==> src/logic/rtcpm_cfg.svh <==
// constants for the rtc output pin routing block
`ifndef RTCPM_CFG_SVH
`define RTCPM_CFG_SVH

// ----------------------------------------------------------------------
// register offsets
// ----------------------------------------------------------------------
`define RTCPM_OFS_ROUTE       8'h11
`define RTCPM_OFS_SQW         8'h13

// ----------------------------------------------------------------------
// output_routing_control fields
// ----------------------------------------------------------------------
`define RTCPM_PRI_SRC_LSB     0
`define RTCPM_PRI_SRC_W       2
`define RTCPM_SEC_SRC_LSB     2
`define RTCPM_SEC_SRC_W       3
`define RTCPM_LEVEL_B_BIT     5
`define RTCPM_LEVEL_A_BIT     7
`define RTCPM_ROUTE_RST       8'ha0

// ----------------------------------------------------------------------
// square_wave_config fields
// ----------------------------------------------------------------------
`define RTCPM_SQUARE_WAVE_ENABLE_BIT        7
`define RTCPM_SQW_RST         8'h00

// ----------------------------------------------------------------------
// source select encodings
// ----------------------------------------------------------------------
`define RTCPM_PRI_LEVEL       2'h0
`define RTCPM_PRI_IRQ_N       2'h1
`define RTCPM_PRI_SQW         2'h2
`define RTCPM_PRI_ALARM_N     2'h3
`define RTCPM_SEC_LEVEL       3'h0
`define RTCPM_SEC_SQW         3'h1
`define RTCPM_SEC_IRQ_N       3'h2
`define RTCPM_SEC_ALARM_N     3'h3
`define RTCPM_SEC_TIMER       3'h4
`define RTCPM_SEC_TIMER_N     3'h5

// ----------------------------------------------------------------------
// synchroniser depth
// ----------------------------------------------------------------------
`define RTCPM_SYNC_STAGES     2

`endif

==> src/logic/rtcpm_pkg.sv <==
// types shared by the rtc output pin routing block
package rtcpm_pkg;
    typedef logic [7:0] rtcpm_byte_t;
    // primary pin is held low until the serial side reports ready
    typedef enum logic {RTCPM_HOLD, RTCPM_LIVE} rtcpm_pin_state_e;
endpackage

==> src/logic/rtcpm_ext_in.sv <==
// pin synchroniser with level, polarity event and any-edge outputs
`timescale 1ns/1ps
`include "rtcpm_cfg.svh"
module rtcpm_ext_in
    import rtcpm_pkg::*;
(
    // clock and reset
    input  wire logic mclk,
    input  wire logic nrst,
    // pin and control
    input  wire logic pin,
    input  wire logic enable,
    input  wire logic polarity,
    // results
    output logic      level,
    output logic      event_pulse,
    output logic      any_edge
);
    logic       meta_ff;
    logic       sync_ff;
    logic       last_ff;
    logic       ev_ff;
    logic       edge_ff;
    logic       hit;

    // -------------------------------------------------------------------
    // two flops before anything looks at the pin
    // -------------------------------------------------------------------
    always_ff @(posedge mclk or negedge nrst) begin
        if (!nrst) begin
            meta_ff <= 1'b0;
            sync_ff <= 1'b0;
            last_ff <= 1'b0;
        end else begin
            meta_ff <= pin;
            sync_ff <= meta_ff;
            last_ff <= sync_ff;
        end
    end

    // polarity high selects the rising edge, low the falling edge
    assign hit = polarity ? (sync_ff & ~last_ff) : (~sync_ff & last_ff);

    // registered event and edge pulses
    always_ff @(posedge mclk or negedge nrst) begin
        if (!nrst) begin
            ev_ff   <= 1'b0;
            edge_ff <= 1'b0;
        end else begin
            ev_ff   <= enable & hit;
            edge_ff <= sync_ff ^ last_ff;
        end
    end

    assign level       = sync_ff;
    assign event_pulse = ev_ff;
    assign any_edge    = edge_ff;
endmodule // rtcpm_ext_in

==> src/logic/rtcpm_src_sel.sv <==
// source selectors for the primary and secondary interrupt pins
`timescale 1ns/1ps
`include "rtcpm_cfg.svh"
module rtcpm_src_sel
    import rtcpm_pkg::*;
#(
    parameter logic [1:0] PRI_LEVEL   = `RTCPM_PRI_LEVEL,
    parameter logic [1:0] PRI_IRQ_N   = `RTCPM_PRI_IRQ_N,
    parameter logic [1:0] PRI_SQW     = `RTCPM_PRI_SQW,
    parameter logic [1:0] PRI_ALARM_N = `RTCPM_PRI_ALARM_N,
    parameter logic [2:0] SEC_LEVEL   = `RTCPM_SEC_LEVEL,
    parameter logic [2:0] SEC_SQW     = `RTCPM_SEC_SQW,
    parameter logic [2:0] SEC_IRQ_N   = `RTCPM_SEC_IRQ_N,
    parameter logic [2:0] SEC_ALARM_N = `RTCPM_SEC_ALARM_N,
    parameter logic [2:0] SEC_TIMER   = `RTCPM_SEC_TIMER,
    parameter logic [2:0] SEC_TIMER_N = `RTCPM_SEC_TIMER_N
)(
    // selects
    input  wire logic [1:0] pri_sel,
    input  wire logic [2:0] sec_sel,
    // sources
    input  wire logic       level_a,
    input  wire logic       level_b,
    input  wire logic       sqw_gated_a,
    input  wire logic       sqw_gated_b,
    input  wire logic       irq_comb,
    input  wire logic       alarm_interrupt,
    input  wire logic       timer_event,
    // selected levels
    output logic            pri_level,
    output logic            sec_level
);
    // each code names one source; unlisted secondary codes fall to level
    always_comb begin
        unique case (pri_sel)
            PRI_IRQ_N:   pri_level = ~irq_comb;
            PRI_SQW:     pri_level = sqw_gated_a;
            PRI_ALARM_N: pri_level = ~alarm_interrupt;
            default:     pri_level = level_a;
        endcase
    end

    // secondary select; codes above the timer pair are not defined
    always_comb begin
        case (sec_sel)
            SEC_SQW:     sec_level = sqw_gated_b;
            SEC_IRQ_N:   sec_level = ~irq_comb;
            SEC_ALARM_N: sec_level = ~alarm_interrupt;
            SEC_TIMER:   sec_level = timer_event;
            SEC_TIMER_N: sec_level = ~timer_event;
            default:     sec_level = level_b;
        endcase
    end
endmodule // rtcpm_src_sel

==> src/logic/rtcpm_pin_route.sv <==
// rtc interrupt and clock output pin routing, top level
`timescale 1ns/1ps
`include "rtcpm_cfg.svh"
module rtcpm_pin_route
    import rtcpm_pkg::*;
(
    // clock and reset
    input  wire logic        mclk,
    input  wire logic        nrst,
    // register port from the serial engine
    input  wire logic [7:0]  reg_addr,
    input  wire logic        reg_wr,
    input  wire rtcpm_byte_t reg_wdata,
    input  wire logic        reg_rd,
    output rtcpm_byte_t      reg_rdata,
    output logic             reg_rvalid,
    input  wire logic        iface_ready,
    // host-driven pins
    input  wire logic        chip_select_n,
    input  wire logic        external_event_in,
    input  wire logic        watchdog_kick_in,
    // external input control
    input  wire logic        ext_one_enable,
    input  wire logic        ext_one_polarity,
    input  wire logic        ext_two_enable,
    input  wire logic        ext_two_polarity,
    // external input results
    output logic             external_pin_level,
    output logic             watchdog_pin_level,
    output logic             ext_one_event,
    output logic             ext_two_event,
    output logic             watchdog_restart,
    output logic             chip_selected,
    // internal sources
    input  wire logic        irq_comb,
    input  wire logic        alarm_interrupt,
    input  wire logic        timer_event,
    input  wire logic        square_wave,
    // output pins
    output logic             primary_irq_pin,
    output logic             secondary_irq_pin_o,
    output logic             secondary_irq_pin_oe,
    output logic             timer_event_pin_n_o,
    output logic             timer_event_pin_n_oe,
    output logic             clock_output_pin
);
    // -------------------------------------------------------------------
    // declarations
    // -------------------------------------------------------------------
    rtcpm_byte_t      route_ff;
    rtcpm_byte_t      sqw_cfg_ff;
    rtcpm_byte_t      rdata_ff;
    rtcpm_byte_t      nxt_rdata;
    logic             rvalid_ff;
    rtcpm_pin_state_e state_ff;
    rtcpm_pin_state_e nxt_state;
    logic             cs_meta_ff;
    logic             cs_sync_ff;
    logic             pri_pin_ff;
    logic             sec_drive_ff;
    logic             tmr_drive_ff;
    logic             clk_pin_ff;
    logic [1:0]       pin_in;
    logic [1:0]       pin_en;
    logic [1:0]       pin_pol;
    logic [1:0]       pin_lvl;
    logic [1:0]       pin_evt;
    logic [1:0]       pin_edge;
    logic             wr_ok;
    logic             wr_route;
    logic             wr_sqw;
    logic             level_a;
    logic             level_b;
    logic             square_wave_enable;
    logic             sqw_a;
    logic             sqw_b;
    logic             pri_level;
    logic             sec_level;
    logic [1:0]       pri_sel;
    logic [2:0]       sec_sel;

    // address match used for both write and read decode
    function automatic logic hit_addr(input logic [7:0] a,
                                      input logic [7:0] ofs);
        hit_addr = (a == ofs);
    endfunction

    // -------------------------------------------------------------------
    // chip select synchroniser
    // -------------------------------------------------------------------
    // the pin comes from the host, so two flops before use
    always_ff @(posedge mclk or negedge nrst) begin
        if (!nrst) begin
            cs_meta_ff <= 1'b0;
            cs_sync_ff <= 1'b0;
        end else begin
            cs_meta_ff <= ~chip_select_n;
            cs_sync_ff <= cs_meta_ff;
        end
    end

    assign chip_selected = cs_sync_ff;

    // -------------------------------------------------------------------
    // external inputs
    // -------------------------------------------------------------------
    // index 0 is the external event pin, index 1 the watchdog pin
    assign pin_in  = {watchdog_kick_in, external_event_in};
    assign pin_en  = {ext_two_enable, ext_one_enable};
    assign pin_pol = {ext_two_polarity, ext_one_polarity};

    genvar gi;
    generate
        for (gi = 0; gi < 2; gi++) begin : g_ext
            rtcpm_ext_in u_ext (
                .mclk        (mclk),
                .nrst        (nrst),
                .pin         (pin_in[gi]),
                .enable      (pin_en[gi]),
                .polarity    (pin_pol[gi]),
                .level       (pin_lvl[gi]),
                .event_pulse (pin_evt[gi]),
                .any_edge    (pin_edge[gi])
            );
        end
    endgenerate

    // levels and events out to status and interrupt logic
    assign external_pin_level = pin_lvl[0];
    assign watchdog_pin_level = pin_lvl[1];
    assign ext_one_event      = pin_evt[0];
    assign ext_two_event      = pin_evt[1];
    // either edge restarts the watchdog, whatever the interrupt setup
    assign watchdog_restart   = pin_edge[1];

    // -------------------------------------------------------------------
    // register writes
    // -------------------------------------------------------------------
    // writes only land while the host holds the device selected, which
    // keeps a floating select during power moves from corrupting routing
    assign wr_ok    = reg_wr & cs_sync_ff;
    assign wr_route = wr_ok & hit_addr(reg_addr, `RTCPM_OFS_ROUTE);
    assign wr_sqw   = wr_ok & hit_addr(reg_addr, `RTCPM_OFS_SQW);

    // routing register
    always_ff @(posedge mclk or negedge nrst) begin
        if (!nrst) begin
            route_ff <= `RTCPM_ROUTE_RST;
        end else if (wr_route) begin
            route_ff <= reg_wdata;
        end
    end

    // square wave configuration register
    always_ff @(posedge mclk or negedge nrst) begin
        if (!nrst) begin
            sqw_cfg_ff <= `RTCPM_SQW_RST;
        end else if (wr_sqw) begin
            sqw_cfg_ff <= reg_wdata;
        end
    end

    // -------------------------------------------------------------------
    // register reads
    // -------------------------------------------------------------------
    // unmapped offsets read as zero
    assign nxt_rdata =
        hit_addr(reg_addr, `RTCPM_OFS_ROUTE) ? route_ff   :
        hit_addr(reg_addr, `RTCPM_OFS_SQW)   ? sqw_cfg_ff :
        8'h00;

    // read data is held until the next read
    always_ff @(posedge mclk or negedge nrst) begin
        if (!nrst) begin
            rdata_ff  <= 8'h00;
            rvalid_ff <= 1'b0;
        end else begin
            rvalid_ff <= reg_rd;
            if (reg_rd) begin
                rdata_ff <= nxt_rdata;
            end
        end
    end

    assign reg_rdata  = rdata_ff;
    assign reg_rvalid = rvalid_ff;

    // -------------------------------------------------------------------
    // field extraction
    // -------------------------------------------------------------------
    assign pri_sel = route_ff[`RTCPM_PRI_SRC_LSB +: `RTCPM_PRI_SRC_W];
    assign sec_sel = route_ff[`RTCPM_SEC_SRC_LSB +: `RTCPM_SEC_SRC_W];
    assign level_a = route_ff[`RTCPM_LEVEL_A_BIT];
    assign level_b = route_ff[`RTCPM_LEVEL_B_BIT];
    assign square_wave_enable    = sqw_cfg_ff[`RTCPM_SQUARE_WAVE_ENABLE_BIT];

    // a disabled square wave falls back to the pin's static level bit
    assign sqw_a = square_wave_enable ? square_wave : level_a;
    assign sqw_b = square_wave_enable ? square_wave : level_b;

    // -------------------------------------------------------------------
    // source selection
    // -------------------------------------------------------------------
    rtcpm_src_sel u_sel (
        .pri_sel         (pri_sel),
        .sec_sel         (sec_sel),
        .level_a         (level_a),
        .level_b         (level_b),
        .sqw_gated_a     (sqw_a),
        .sqw_gated_b     (sqw_b),
        .irq_comb        (irq_comb),
        .alarm_interrupt (alarm_interrupt),
        .timer_event     (timer_event),
        .pri_level       (pri_level),
        .sec_level       (sec_level)
    );

    // -------------------------------------------------------------------
    // primary pin release state
    // -------------------------------------------------------------------
    // once the serial side is up the pin stays live until reset
    always_comb begin
        nxt_state = state_ff;
        unique case (state_ff)
            RTCPM_HOLD: if (iface_ready) nxt_state = RTCPM_LIVE;
            RTCPM_LIVE: nxt_state = RTCPM_LIVE;
        endcase
    end

    always_ff @(posedge mclk or negedge nrst) begin
        if (!nrst) begin
            state_ff <= RTCPM_HOLD;
        end else begin
            state_ff <= nxt_state;
        end
    end

    // -------------------------------------------------------------------
    // output pin registers
    // -------------------------------------------------------------------
    // registered so a select change cannot glitch a pin mid-decode
    always_ff @(posedge mclk or negedge nrst) begin
        if (!nrst) begin
            pri_pin_ff   <= 1'b0;
            sec_drive_ff <= 1'b0;
            tmr_drive_ff <= 1'b0;
            clk_pin_ff   <= 1'b0;
        end else begin
            pri_pin_ff   <= (state_ff == RTCPM_LIVE) & pri_level;
            sec_drive_ff <= ~sec_level;
            tmr_drive_ff <= timer_event;
            clk_pin_ff   <= sqw_a;
        end
    end

    // open drain pins only ever pull low
    assign primary_irq_pin      = pri_pin_ff;
    assign secondary_irq_pin_o  = 1'b0;
    assign secondary_irq_pin_oe = sec_drive_ff;
    assign timer_event_pin_n_o  = 1'b0;
    assign timer_event_pin_n_oe = tmr_drive_ff;
    assign clock_output_pin     = clk_pin_ff;
endmodule // rtcpm_pin_route

==> config.mk <==
export PLATFORM = sky130hd
export DESIGN_NAME = rtcpm_pin_route
export DESIGN_NICKNAME = d
export VERILOG_FILES = /design/src/logic/rtcpm_pkg.sv /design/src/logic/rtcpm_ext_in.sv /design/src/logic/rtcpm_src_sel.sv /design/src/logic/rtcpm_pin_route.sv
export VERILOG_INCLUDE_DIRS = /design/src /design/src/logic
export SDC_FILE = /design/constraint.sdc
export NUM_CORES = 1
export LEC_CHECK = 0
export BUFFER_PORTS_ARGS = -buffer_cell sky130_fd_sc_hd__buf_2
export CORE_MARGIN = 3
export CORE_UTILIZATION = 50
export DETAILED_ROUTE_END_ITERATION = 10
export GPL_ROUTABILITY_DRIVEN = 0
export PLACE_DENSITY = 0.78
export SLEW_MARGIN = 20
export SYNTH_ARGS = -nofsm -noshare
export SYNTH_HDL_FRONTEND = slang
export SYNTH_SLANG_ARGS = --single-unit
export TNS_END_PERCENT = 1
==> constraint.sdc <==
create_clock -name mclk -period 2 [get_ports mclk]
set_clock_uncertainty 0.15 [all_clocks]
set_input_delay 0.4 -clock mclk [delete_from_list [all_inputs] [get_ports mclk]]
set_output_delay 0.4 -clock mclk [all_outputs]
set_load 0.01 [all_outputs]
==> run_results.csv, run 1 <==
group,metric,value,unit
outcome,run_status,"complete, no violations",
final_layout,syn2layout_area_growth,23.3,%
critical_path,timing.setup.critical_path_class,"input pin to register",
yosys,synth.largest_area_cell,"sky130_fd_sc_hd__dfrtp_1",
placed_design,dp_slack,101,ps
detailed_routing,routedWlPerCell,14.0,um
floorplanning,die-width,64.3,um
floorplanning,core,0.00315,sq mm
clock_tree,tritoncts_clock_tree,"built",
global_route,grt_util_met2,0.289,
critical_path,timing.critical_path.required,2070,ps
floorplanning,std_cell_rows,20,
clock_tree,reg_clk_slew_reported_paths,110,ps
sta,setup_repair_after_global_routing_missed_its_margin,"false",
power_and_ir_drop,finalPower,1.44,mW
power_and_ir_drop,vdd_drop_max,0.480,mV
yosys,synth-edff-count,0,
clock_tree,later_pin_clock_latency_in_the_skew_report,340,ps
power_and_ir_drop,clkPwrFrac,0.311,
global_route,grt_pass1_wl,5360,um
yosys,yosys_warnings,0,
detailed_routing,drt_first_pass_iters,5,
floorplanning,design.portCount,53,
detailed_routing,vias,1131,
critical_path,startpoint,"reg_addr[5]",
flow_run,cap_viol_max_count,0,
clock_tree,cts_num_sinks,41,
yosys,syn-cell-area,0.00170,sq mm
final_layout,antenna_cells_inserted,0,
critical_path,worst_path_largest_cell_delay,390,ps
global_route,antenna_violations_before_repair,0,
placed_design,hpwlAfterDp,2450,um
global_route,grt_start_max_net_pins,18,
yosys,ys_async_sr_fraction,1.00,
yosys,post_synth.cell_area_avg,13.3,sq um
sta,maxSlewViolCount,0,
clock_tree,h-tree-depth,2,
power_and_ir_drop,power_frac_seq,0.601,
global_route,top_usage_layer,"met2",
yosys,synth_largest_type_area_fraction,0.574,
critical_path,cp_cell_instances,"buf_2, nor4b_4, nand4_2, mux2_2",
yosys,post_synth_most_frequent_cells,"39 x sky130_fd_sc_hd__dfrtp_1, 25 x sky130_fd_sc_hd__mux2_2, 12 x sky130_fd_sc_hd__inv_1, 11 x sky130_fd_sc_hd__nand2_1, 8 x sky130_fd_sc_hd__o22ai_1",
critical_path,cp-end-kind,"register",
sta,max_clock_freq,0.650,GHz
critical_path,critPathMaxFanout,8,
power_and_ir_drop,netSwitchingPower,322,uW
yosys,share_of_the_yosys_chip_area_belonging_to_registers,0.605,
clock_tree,clock_path_buffers,2,
clock_tree,cts_setup_buffers,0,
sta,timing.setup.tns,0,ps
power_and_ir_drop,combinational_cell_fraction_of_total_power,0.087,
yosys,biggest_area_contributors_in_the_synthesized_netlist,"sky130_fd_sc_hd__dfrtp_1 57%, sky130_fd_sc_hd__mux2_2 17%, sky130_fd_sc_hd__dfstp_2 3.1%, sky130_fd_sc_hd__o22ai_1 2.9%, sky130_fd_sc_hd__inv_1 2.7%",
yosys,synthCells,128,
global_route,globalRoute.totalOverflow,0,
power_and_ir_drop,sw_frac_of_total,0.223,
sta,number_of_hold_violations_in_the_final_report,0,
yosys,postSynthRegisterBits,41,
min_path,holdCritPathClass,"input pin to register",
yosys,post_synth_num_cell_types,32,
global_route,grt.met1_usage,0.208,
critical_path,arrival_time_at_the_worst_endpoint,1610,ps
floorplanning,die_footprint,0.00413,sq mm
detailed_routing,post_detailed_route_drc_marker_count,0,
final_layout,drive_gt1_frac,0.492,
critical_path,startpoint_type_of_the_worst_setup_path,"input pin",
critical_path,worstReg2RegStart,"chip_selected",
critical_path,crit_slowest_cell,"sky130_fd_sc_hd__mux2_2",
clock_tree,tritoncts.num_buffers,5,
critical_path,worstPathBufferInverterCount,1,
clock_tree,clock_tree_root_driver_cell,"sky130_fd_sc_hd__clkbuf_4",
floorplanning,initial_utilization,0.539,
sta,period_minus_slack,1540,ps
global_route,first_global_vias,1166,
floorplanning,die_h,64.3,um
power_and_ir_drop,p_int,1.12,mW
critical_path,ff2ff_setup_slack,510,ps
min_path,min_from,"chip_select_n",
final_layout,nNetsFinal,220,
detailed_routing,totalWireLength,3240,um
critical_path,critical-path-top-delay-family,"simple AND/OR/NAND/NOR gates",
global_route,gr-usage-all-layers,0.174,
global_route,grt.met3_usage,0.0650,
placed_design,port-buffer-count,50,
sta,setup_violations,0,
yosys,ys.flop_type,"sky130_fd_sc_hd__dfrtp_1",
power_and_ir_drop,power-per-cell-area,688,mW/mm^2
yosys,yosys.cell_count.top_type,"sky130_fd_sc_hd__dfrtp_1",
power_and_ir_drop,p_leak,1.07,nW
detailed_routing,drt-initial-drc-count,22,
sta,final_min_period_over_clock_period,0.769,
sta,setup_ws,461,ps
detailed_routing,antenna_violating_nets_left,0,
detailed_routing,routed_via_density,4.90,
routing by layer:
| layer | part of all wire | wire, um |
|---|---|---|
| met4 | 0.0065 | 21 |
| met3 | 0.064 | 209 |
| met2 | 0.52 | 1680 |
| met1 | 0.41 | 1330 |
| met5 | 0 | 0 |
repair_timing:
action | 4_1_cts | 5_1_grt
endpoints found under the hold margin | 12 | 1
hold buffers | 2 | 1
gates resized for setup | 0 | 0
layout make-up:
cell class | instances | area (sq um)
clock buffers | 7 | 65.1
clock inverters | 1 | 5.00
fillers | 248 | 1060
inverters | 12 | 45.0
multi-input cells | 70 | 594
flip-flops and latches | 41 | 1030
well taps | 44 | 55.1
repair buffers | 56 | 303
flip-flops by register name (all words and copies together), names as in the netlist, 2 cells and up:
name	count
g_ext.u_ext.event_pulse	2
sqw_cfg_ff	8
reg_rdata	8
route_ff	8
g_ext.u_ext.last_ff	2
g_ext.u_ext.meta_ff	2
g_ext.u_ext.level	2
path summary, 6_finish.rpt:
check,to,cells past startpoint
min in group asynchronous,state_ff,2
min,cs_meta_ff,2
max reg2reg,route_ff[6],4
min reg2reg,g_ext[1].u_ext.level,0
max,sqw_cfg_ff[6],4
max in group asynchronous,sqw_cfg_ff[1],3
cells in the final DEF (no fill, tap or decap):
cell / instances
sky130_fd_sc_hd__a211o_1: 1
sky130_fd_sc_hd__a21boi_0: 3
sky130_fd_sc_hd__a21oi_1: 1
sky130_fd_sc_hd__a22oi_1: 1
sky130_fd_sc_hd__a311o_1: 1
sky130_fd_sc_hd__and2_1: 1
sky130_fd_sc_hd__and4b_1: 1
sky130_fd_sc_hd__buf_2: 50
sky130_fd_sc_hd__buf_4: 3
sky130_fd_sc_hd__clkbuf_4: 5
sky130_fd_sc_hd__clkbuf_8: 2
sky130_fd_sc_hd__clkinv_2: 1
sky130_fd_sc_hd__conb_1: 2
sky130_fd_sc_hd__dfrtp_1: 39
sky130_fd_sc_hd__dfstp_2: 2
sky130_fd_sc_hd__dlygate4sd3_1: 3
sky130_fd_sc_hd__ha_1: 2
sky130_fd_sc_hd__inv_1: 12
sky130_fd_sc_hd__mux2_1: 1
sky130_fd_sc_hd__mux2_2: 25
sky130_fd_sc_hd__mux2i_1: 1
sky130_fd_sc_hd__nand2_1: 11
sky130_fd_sc_hd__nand3b_1: 1
sky130_fd_sc_hd__nand4_2: 1
sky130_fd_sc_hd__nor2_1: 1
sky130_fd_sc_hd__nor2b_1: 1
sky130_fd_sc_hd__nor3b_1: 1
sky130_fd_sc_hd__nor4b_4: 1
sky130_fd_sc_hd__o211ai_1: 1
sky130_fd_sc_hd__o21ai_0: 1
sky130_fd_sc_hd__o22ai_1: 8
sky130_fd_sc_hd__or2_2: 1
sky130_fd_sc_hd__or3b_2: 1
sky130_fd_sc_hd__xnor2_1: 1
cell families after synthesis:
logic type / Yosys count / share of synthesized area
flip-flops: 41 / 0.605
multiplexers: 27 / 0.178
buffers and inverters: 18 / 0.0471
adder cells (fa/ha/maj): 2 / 0.0147
XOR/XNOR: 1 / 0.00516
AND/OR/NAND/NOR: 21 / 0.0788
AO/OA/AOI/OAI: 17 / 0.0685
other: 1 / 0.00221
stage by stage:
step / std cells / util / instance area [sq um] / hold WS (ps)
4_1_cts: 230 / 0.662 / 2090 / 2.94
3_3_place_gp: 220 / 0.633 / 2000 / 163
2_1_floorplan: 129 / - / 1700 / -45.6
3_5_place_dp: 220 / 0.633 / 2000 / 176
6_report: 231 / 0.665 / 2100 / 32.4
5_1_grt: 231 / 0.665 / 2100 / 3.17
power by group through the flow:
stage | clock [mW] | sequential (mW) | combinational, mW
6_report | 0.449 | 0.868 | 0.126
5_1_grt | 0.511 | 0.872 | 0.141
3_5_place_dp | 0 | 0.884 | 0.124
3_3_place_gp | 0 | 0.883 | 0.119
2_1_floorplan | 0 | 0.888 | 0.0476
4_1_cts | 0.468 | 0.868 | 0.127
Power figures use the tool's default switching activity.
==> run 2: changes to the inputs <==
Clock period 2 ns to 1.45 ns, I/O delays scaled along.
==> run 2 against run 1 <==
Sequential power rose by 38%. Count of clock-buffer cells in the layout stayed put. Final cell count is 2.2% higher. Non-clock buffer count increased by 5. Critical path depth stayed put. Critical path type is now register to register.
==> run_results.csv, run 2 (synthesis gave the netlist of run 1 again) <==
group,metric,value,unit
outcome,run_status,"complete, no violations",
floorplanning,die_footprint,0.00413,sq mm
final_layout,layout.filler_cells,240,
power_and_ir_drop,p_leak,1.11,nW
final_layout,area.sequential,0.00103,sq mm
placed_design,dp_slack,-278,ps
critical_path,crit_slowest_cell,"sky130_fd_sc_hd__dfrtp_1",
sta,max_clock_freq,0.698,GHz
critical_path,ff2ff_setup_slack,20,ps
final_layout,footprint_of_the_multi_input_gates,624,sq um
min_path,destination_of_the_worst_hold_path,"g_ext[1].u_ext.event_pulse",
floorplanning,core,0.00315,sq mm
critical_path,timing.critical_path.required,1540,ps
sta,fin_worst_hold_slack,14.5,ps
detailed_routing,totalWireLength,3170,um
clock_tree,tritoncts.num_buffers,5,
critical_path,worst_path_largest_cell_delay,370,ps
placed_design,placedInstanceArea,0.00206,sq mm
detailed_routing,drt_first_pass_iters,4,
detailed_routing,routedWlPerCell,13.4,um
power_and_ir_drop,combinational_cell_fraction_of_total_power,0.089,
final_layout,fin_cells,236,
global_route,gr-usage-all-layers,0.180,
final_layout,syn2layout_area_growth,30.2,%
global_route,grt.met1_usage,0.214,
detailed_routing,drt-initial-drc-count,73,
power_and_ir_drop,finalPower,2.15,mW
global_route,antenna_violations_before_repair,0,
clock_tree,later_pin_clock_latency_in_the_skew_report,350,ps
final_layout,nNetsFinal,225,
power_and_ir_drop,vdd_drop_max,0.635,mV
critical_path,worst-r2r-cell-count,4,
detailed_routing,routed_via_density,5.06,
sta,setup_violations,0,
min_path,holdCritPathClass,"input pin to register",
final_layout,antenna_cells_inserted,0,
power_and_ir_drop,power_frac_seq,0.558,
global_route,grt.met3_usage,0.0668,
flow_run,cap_viol_max_count,0,
clock_tree,clock_path_buffers,2,
placed_design,port-buffer-count,50,
global_route,globalRoute.totalOverflow,0,
placed_design,dp.cells,222,
final_layout,final_cell_mix,"50 x sky130_fd_sc_hd__buf_2, 38 x sky130_fd_sc_hd__dfrtp_1, 20 x sky130_fd_sc_hd__mux2_2, 12 x sky130_fd_sc_hd__inv_1, 11 x sky130_fd_sc_hd__nand2_1",
clock_tree,cts_num_sinks,41,
critical_path,cp-end-kind,"register",
sta,final_min_period_over_clock_period,0.989,
floorplanning,design.portCount,53,
min_path,min_from,"ext_two_enable",
floorplanning,initial_utilization,0.539,
sta,timing.setup.tns,0,ps
power_and_ir_drop,netSwitchingPower,456,uW
critical_path,worstReg2RegStart,"chip_selected",
min_path,hold_path_depth,2,
clock_tree,tritoncts_clock_tree,"built",
placed_design,hpwlAfterDp,2400,um
critical_path,timing.setup.critical_path_class,"register to register",
detailed_routing,antenna_violating_nets_left,0,
floorplanning,die_h,64.3,um
critical_path,r2r-end,"route_ff[4]",
final_layout,drive_gt1_frac,0.505,
sta,setup_ws,16.6,ps
global_route,grt_util_met2,0.294,
final_layout,final_common_cell,"sky130_fd_sc_hd__buf_2",
global_route,top_usage_layer,"met2",
sta,period_minus_slack,1430,ps
sta,setup_repair_after_global_routing_missed_its_margin,"true",
power_and_ir_drop,p_int,1.69,mW
critical_path,worstPathBufferInverterCount,1,
sta,maxSlewViolCount,0,
floorplanning,die-width,64.3,um
clock_tree,cts_setup_buffers,0,
detailed_routing,post_detailed_route_drc_marker_count,0,
power_and_ir_drop,sw_frac_of_total,0.212,
critical_path,arrival_time_at_the_worst_endpoint,1520,ps
critical_path,cp_cell_instances,"and2_4, and4b_1, buf_12, mux2_4",
final_layout,design_area,0.00221,sq mm
power_and_ir_drop,clkPwrFrac,0.353,
clock_tree,reg_clk_slew_reported_paths,110,ps
clock_tree,h-tree-depth,2,
detailed_routing,vias,1193,
critical_path,startpoint_type_of_the_worst_setup_path,"register",
global_route,grt_pass1_wl,5640,um
final_layout,postLayoutCoreUtil,0.702,
sta,number_of_hold_violations_in_the_final_report,0,
floorplanning,std_cell_rows,20,
global_route,first_global_vias,1198,
critical_path,critPathMaxFanout,8,
global_route,grt_start_max_net_pins,42,
clock_tree,clock_tree_root_driver_cell,"sky130_fd_sc_hd__clkbuf_4",
power_and_ir_drop,power-per-cell-area,972,mW/mm^2
critical_path,critical-path-top-delay-family,"simple AND/OR/NAND/NOR gates",
## run 2: how the worst max path moves through the flow
stage / from / endpoint / slack [ps] / depth (start not counted)
after floorplan: reg_addr[6] / route_ff[0] / -80 / 4
after global placement: reg_addr[6] / sqw_cfg_ff[7] / -220 / 5
after detailed placement: reg_addr[6] / sqw_cfg_ff[6] / -280 / 5
after CTS: chip_selected / route_ff[4] / -1 / 4
after global routing: chip_selected / route_ff[4] / -40 / 4
final: chip_selected / route_ff[4] / 20 / 4
## run 2: power groups by stage
stage / clock network (mW) / logic (mW) / registers, mW
after global routing: 0.847 / 0.213 / 1.20
final: 0.759 / 0.191 / 1.20
after floorplan: 0 / 0.0689 / 1.23
after global placement: 0 / 0.174 / 1.22
after CTS: 0.774 / 0.195 / 1.20
after detailed placement: 0 / 0.181 / 1.22
## run 2: worst reg2reg max path: stages (launching register included)
cell                      delay, ps
sky130_fd_sc_hd__dfrtp_1        370
sky130_fd_sc_hd__and2_4         150
sky130_fd_sc_hd__and4b_1        230
sky130_fd_sc_hd__buf_12         150
sky130_fd_sc_hd__mux2_4         300
## run 2: routing by layer
layer	up-vias	routed length [um]
met2	41	1590
met3	7	249
met4	0	76
met1	583	1260
met5	-	0
li1	562	-
## run 2: area by class of cell
cell class              count  share of cell area
flip-flops and latches     41               0.465
multi-input cells          70               0.282
repair buffers             61               0.169
clock buffers               7              0.0249
well taps                  44              0.0249
inverters                  12              0.0204
clock inverters             1              0.0136
## run 2: timing repair
| action | in CTS | in global routing |
|---|---|---|
| setup endpoints to repair | 7 | 12 |
| gates resized for setup | 1 | 2 |
| endpoints found under the hold margin | 46 | 0 |
| gates cloned | 0 | 0 |
| hold buffers | 6 | 0 |
==> run 3: changes to the inputs <==
Settings changed: SYNTH_HIERARCHICAL set to 1.
==> run 3 against run 2 <==
Combinational power increased by 13%. Hold slack got worse by 8.6 ps. Critical path depth unchanged. The run now ends with setup timing left. Synthesized area increased by 2.9%.
==> run_results.csv, run 3 <==
group,metric,value,unit
outcome,run_status,"finished, violations left",
outcome,failed_checks,"setup timing",
sta,final_min_period_over_clock_period,1.01,
critical_path,worst-r2r-cell-count,4,
placed_design,port-buffer-count,50,
clock_tree,clock_tree_root_driver_cell,"sky130_fd_sc_hd__clkbuf_4",
final_layout,final_cell_mix,"50 x sky130_fd_sc_hd__buf_2, 39 x sky130_fd_sc_hd__dfrtp_1, 20 x sky130_fd_sc_hd__inv_1, 18 x sky130_fd_sc_hd__mux2_2",
sta,max_clock_freq,0.682,GHz
power_and_ir_drop,netSwitchingPower,467,uW
power_and_ir_drop,power_frac_seq,0.603,
global_route,antenna_violations_before_repair,0,
sta,maxSlewViolCount,0,
clock_tree,clock_path_buffers,2,
power_and_ir_drop,p_leak,1.19,nW
sta,setup_violations,3,
floorplanning,die_footprint,0.00424,sq mm
critical_path,cp_cell_instances,"mux2_4, o211a_1, a311oi_2, inv_1",
floorplanning,design.portCount,53,
detailed_routing,antenna_violating_nets_left,0,
final_layout,final_common_cell,"sky130_fd_sc_hd__buf_2",
final_layout,syn2layout_area_growth,31.1,%
clock_tree,later_pin_clock_latency_in_the_skew_report,350,ps
power_and_ir_drop,p_int,1.52,mW
sta,number_of_hold_violations_in_the_final_report,0,
placed_design,hpwlAfterDp,2800,um
sta,period_minus_slack,1470,ps
placed_design,placedInstanceArea,0.00213,sq mm
global_route,globalRoute.totalOverflow,0,
floorplanning,std_cell_rows,20,
clock_tree,reg_clk_slew_reported_paths,110,ps
critical_path,ff2ff_setup_slack,-20,ps
detailed_routing,drt_first_pass_iters,4,
critical_path,timing.setup.critical_path_class,"register to register",
clock_tree,tritoncts.num_buffers,5,
global_route,grt_start_max_net_pins,20,
power_and_ir_drop,power-per-cell-area,866,mW/mm^2
critical_path,startpoint_type_of_the_worst_setup_path,"register",
yosys,synthCells,136,
detailed_routing,routedWlPerCell,14.9,um
critical_path,critPathMaxFanout,2,
critical_path,critical-path-top-delay-family,"compound AO/OA/AOI/OAI gates",
detailed_routing,routed_via_density,4.92,
final_layout,design_area,0.00229,sq mm
final_layout,antenna_cells_inserted,0,
detailed_routing,totalWireLength,3720,um
floorplanning,die-width,65.1,um
yosys,post_synth.cell_area_avg,12.9,sq um
critical_path,cp-end-kind,"register",
sta,setup_repair_after_global_routing_missed_its_margin,"true",
clock_tree,tritoncts_clock_tree,"built",
final_layout,drive_gt1_frac,0.510,
critical_path,r2r-end,"secondary_irq_pin_oe",
critical_path,worstPathBufferInverterCount,1,
critical_path,worst_path_largest_cell_delay,410,ps
global_route,grt_pass1_wl,6160,um
sta,setup_ws,-15.5,ps
clock_tree,h-tree-depth,2,
power_and_ir_drop,sw_frac_of_total,0.235,
final_layout,nNetsFinal,242,
yosys,syn-cell-area,0.00175,sq mm
global_route,first_global_vias,1310,
detailed_routing,vias,1230,
floorplanning,core,0.00320,sq mm
detailed_routing,post_detailed_route_drc_marker_count,0,
placed_design,dp.cells,234,
critical_path,timing.critical_path.required,1550,ps
critical_path,arrival_time_at_the_worst_endpoint,1570,ps
clock_tree,cts_num_sinks,41,
min_path,holdCritPathClass,"input pin to register",
power_and_ir_drop,combinational_cell_fraction_of_total_power,0.108,
critical_path,critical_path_cell_count,4,
yosys,yosys_warnings,6,
detailed_routing,drt-initial-drc-count,42,
flow_run,cap_viol_max_count,0,
min_path,hold_path_depth,2,
floorplanning,die_h,65.1,um
min_path,min_from,"ext_two_enable",
critical_path,worstReg2RegStart,"route_ff[2]",
critical_path,crit_slowest_cell,"sky130_fd_sc_hd__dfrtp_1",
final_layout,fin_cells,250,
sta,fin_worst_hold_slack,5.95,ps
min_path,destination_of_the_worst_hold_path,"g_ext[1].u_ext/event_pulse",
power_and_ir_drop,clkPwrFrac,0.288,
floorplanning,initial_utilization,0.546,
power_and_ir_drop,vdd_drop_max,0.658,mV
global_route,gr-usage-all-layers,0.195,
## run 3: worst max-delay path by stage
stage | start | to | slack (ps)
6_report | route_ff[2] | secondary_irq_pin_oe | -20
3_5_place_dp | reg_addr[6] | sqw_cfg_ff[6] | -320
5_1_grt | route_ff[5] | secondary_irq_pin_oe | -60
2_1_floorplan | reg_addr[6] | route_ff[0] | -80
4_1_cts | chip_selected | route_ff[0] | -20
3_3_place_gp | reg_addr[6] | sqw_cfg_ff[2] | -220
## run 3: metrics by stage
stage | power, mW | worst slack [ps] | setup TNS [ps] | utilization
floorplan | 1.30 | -80.9 | -631 | -
global placement | 1.40 | -217 | -3280 | 0.665
detailed placement | 1.41 | -321 | -4630 | 0.665
CTS | 1.99 | -23.8 | -173 | 0.714
global route | 2.06 | -59.9 | -669 | 0.716
finish | 1.99 | -15.5 | -22.1 | 0.716
## run 3: power by group through the flow
| stage | logic (mW) | registers, mW | clock network [mW] |
|---|---|---|---|
| after floorplan | 0.0727 | 1.23 | 0 |
| after global placement | 0.181 | 1.22 | 0 |
| after detailed placement | 0.194 | 1.22 | 0 |
| after CTS | 0.217 | 1.20 | 0.570 |
| after global routing | 0.237 | 1.20 | 0.622 |
| final | 0.215 | 1.20 | 0.573 |
## run 3: final cells by class
cell class,count,area [sq um]
repair buffers,68,413
multi-input cells,70,667
clock buffers,7,55.1
flip-flops and latches,41,1030
well taps,44,55.1
inverters,20,75.1
fillers,235,910
## run 3: layer usage
metal | GRT usage | up-vias | wire [um]
met5 | 0 | - | 0
met1 | 0.237 | 589 | 1530
met2 | 0.333 | 42 | 1910
met4 | 0.0751 | 0 | 57
met3 | 0.0496 | 8 | 218
li1 | - | 591 | -
## run 3: what timing repair did
item,in CTS,in global routing
endpoints found under the hold margin,19,0
pin swaps,1,0
cloned,0,0
resized for setup,7,3
setup endpoints to repair,10,18
hold buffers,6,0
buffers inserted,3,0
## run 3: worst reg2reg max path: cells and delay by family, from the launching register on
| family | cells | cell delay (ps) |
|---|---|---|
| AOI/OAI and AO/OA | 2 | 430 |
| buffers and inverters | 1 | 60 |
| DFF | 1 | 410 |
| muxes | 1 | 310 |
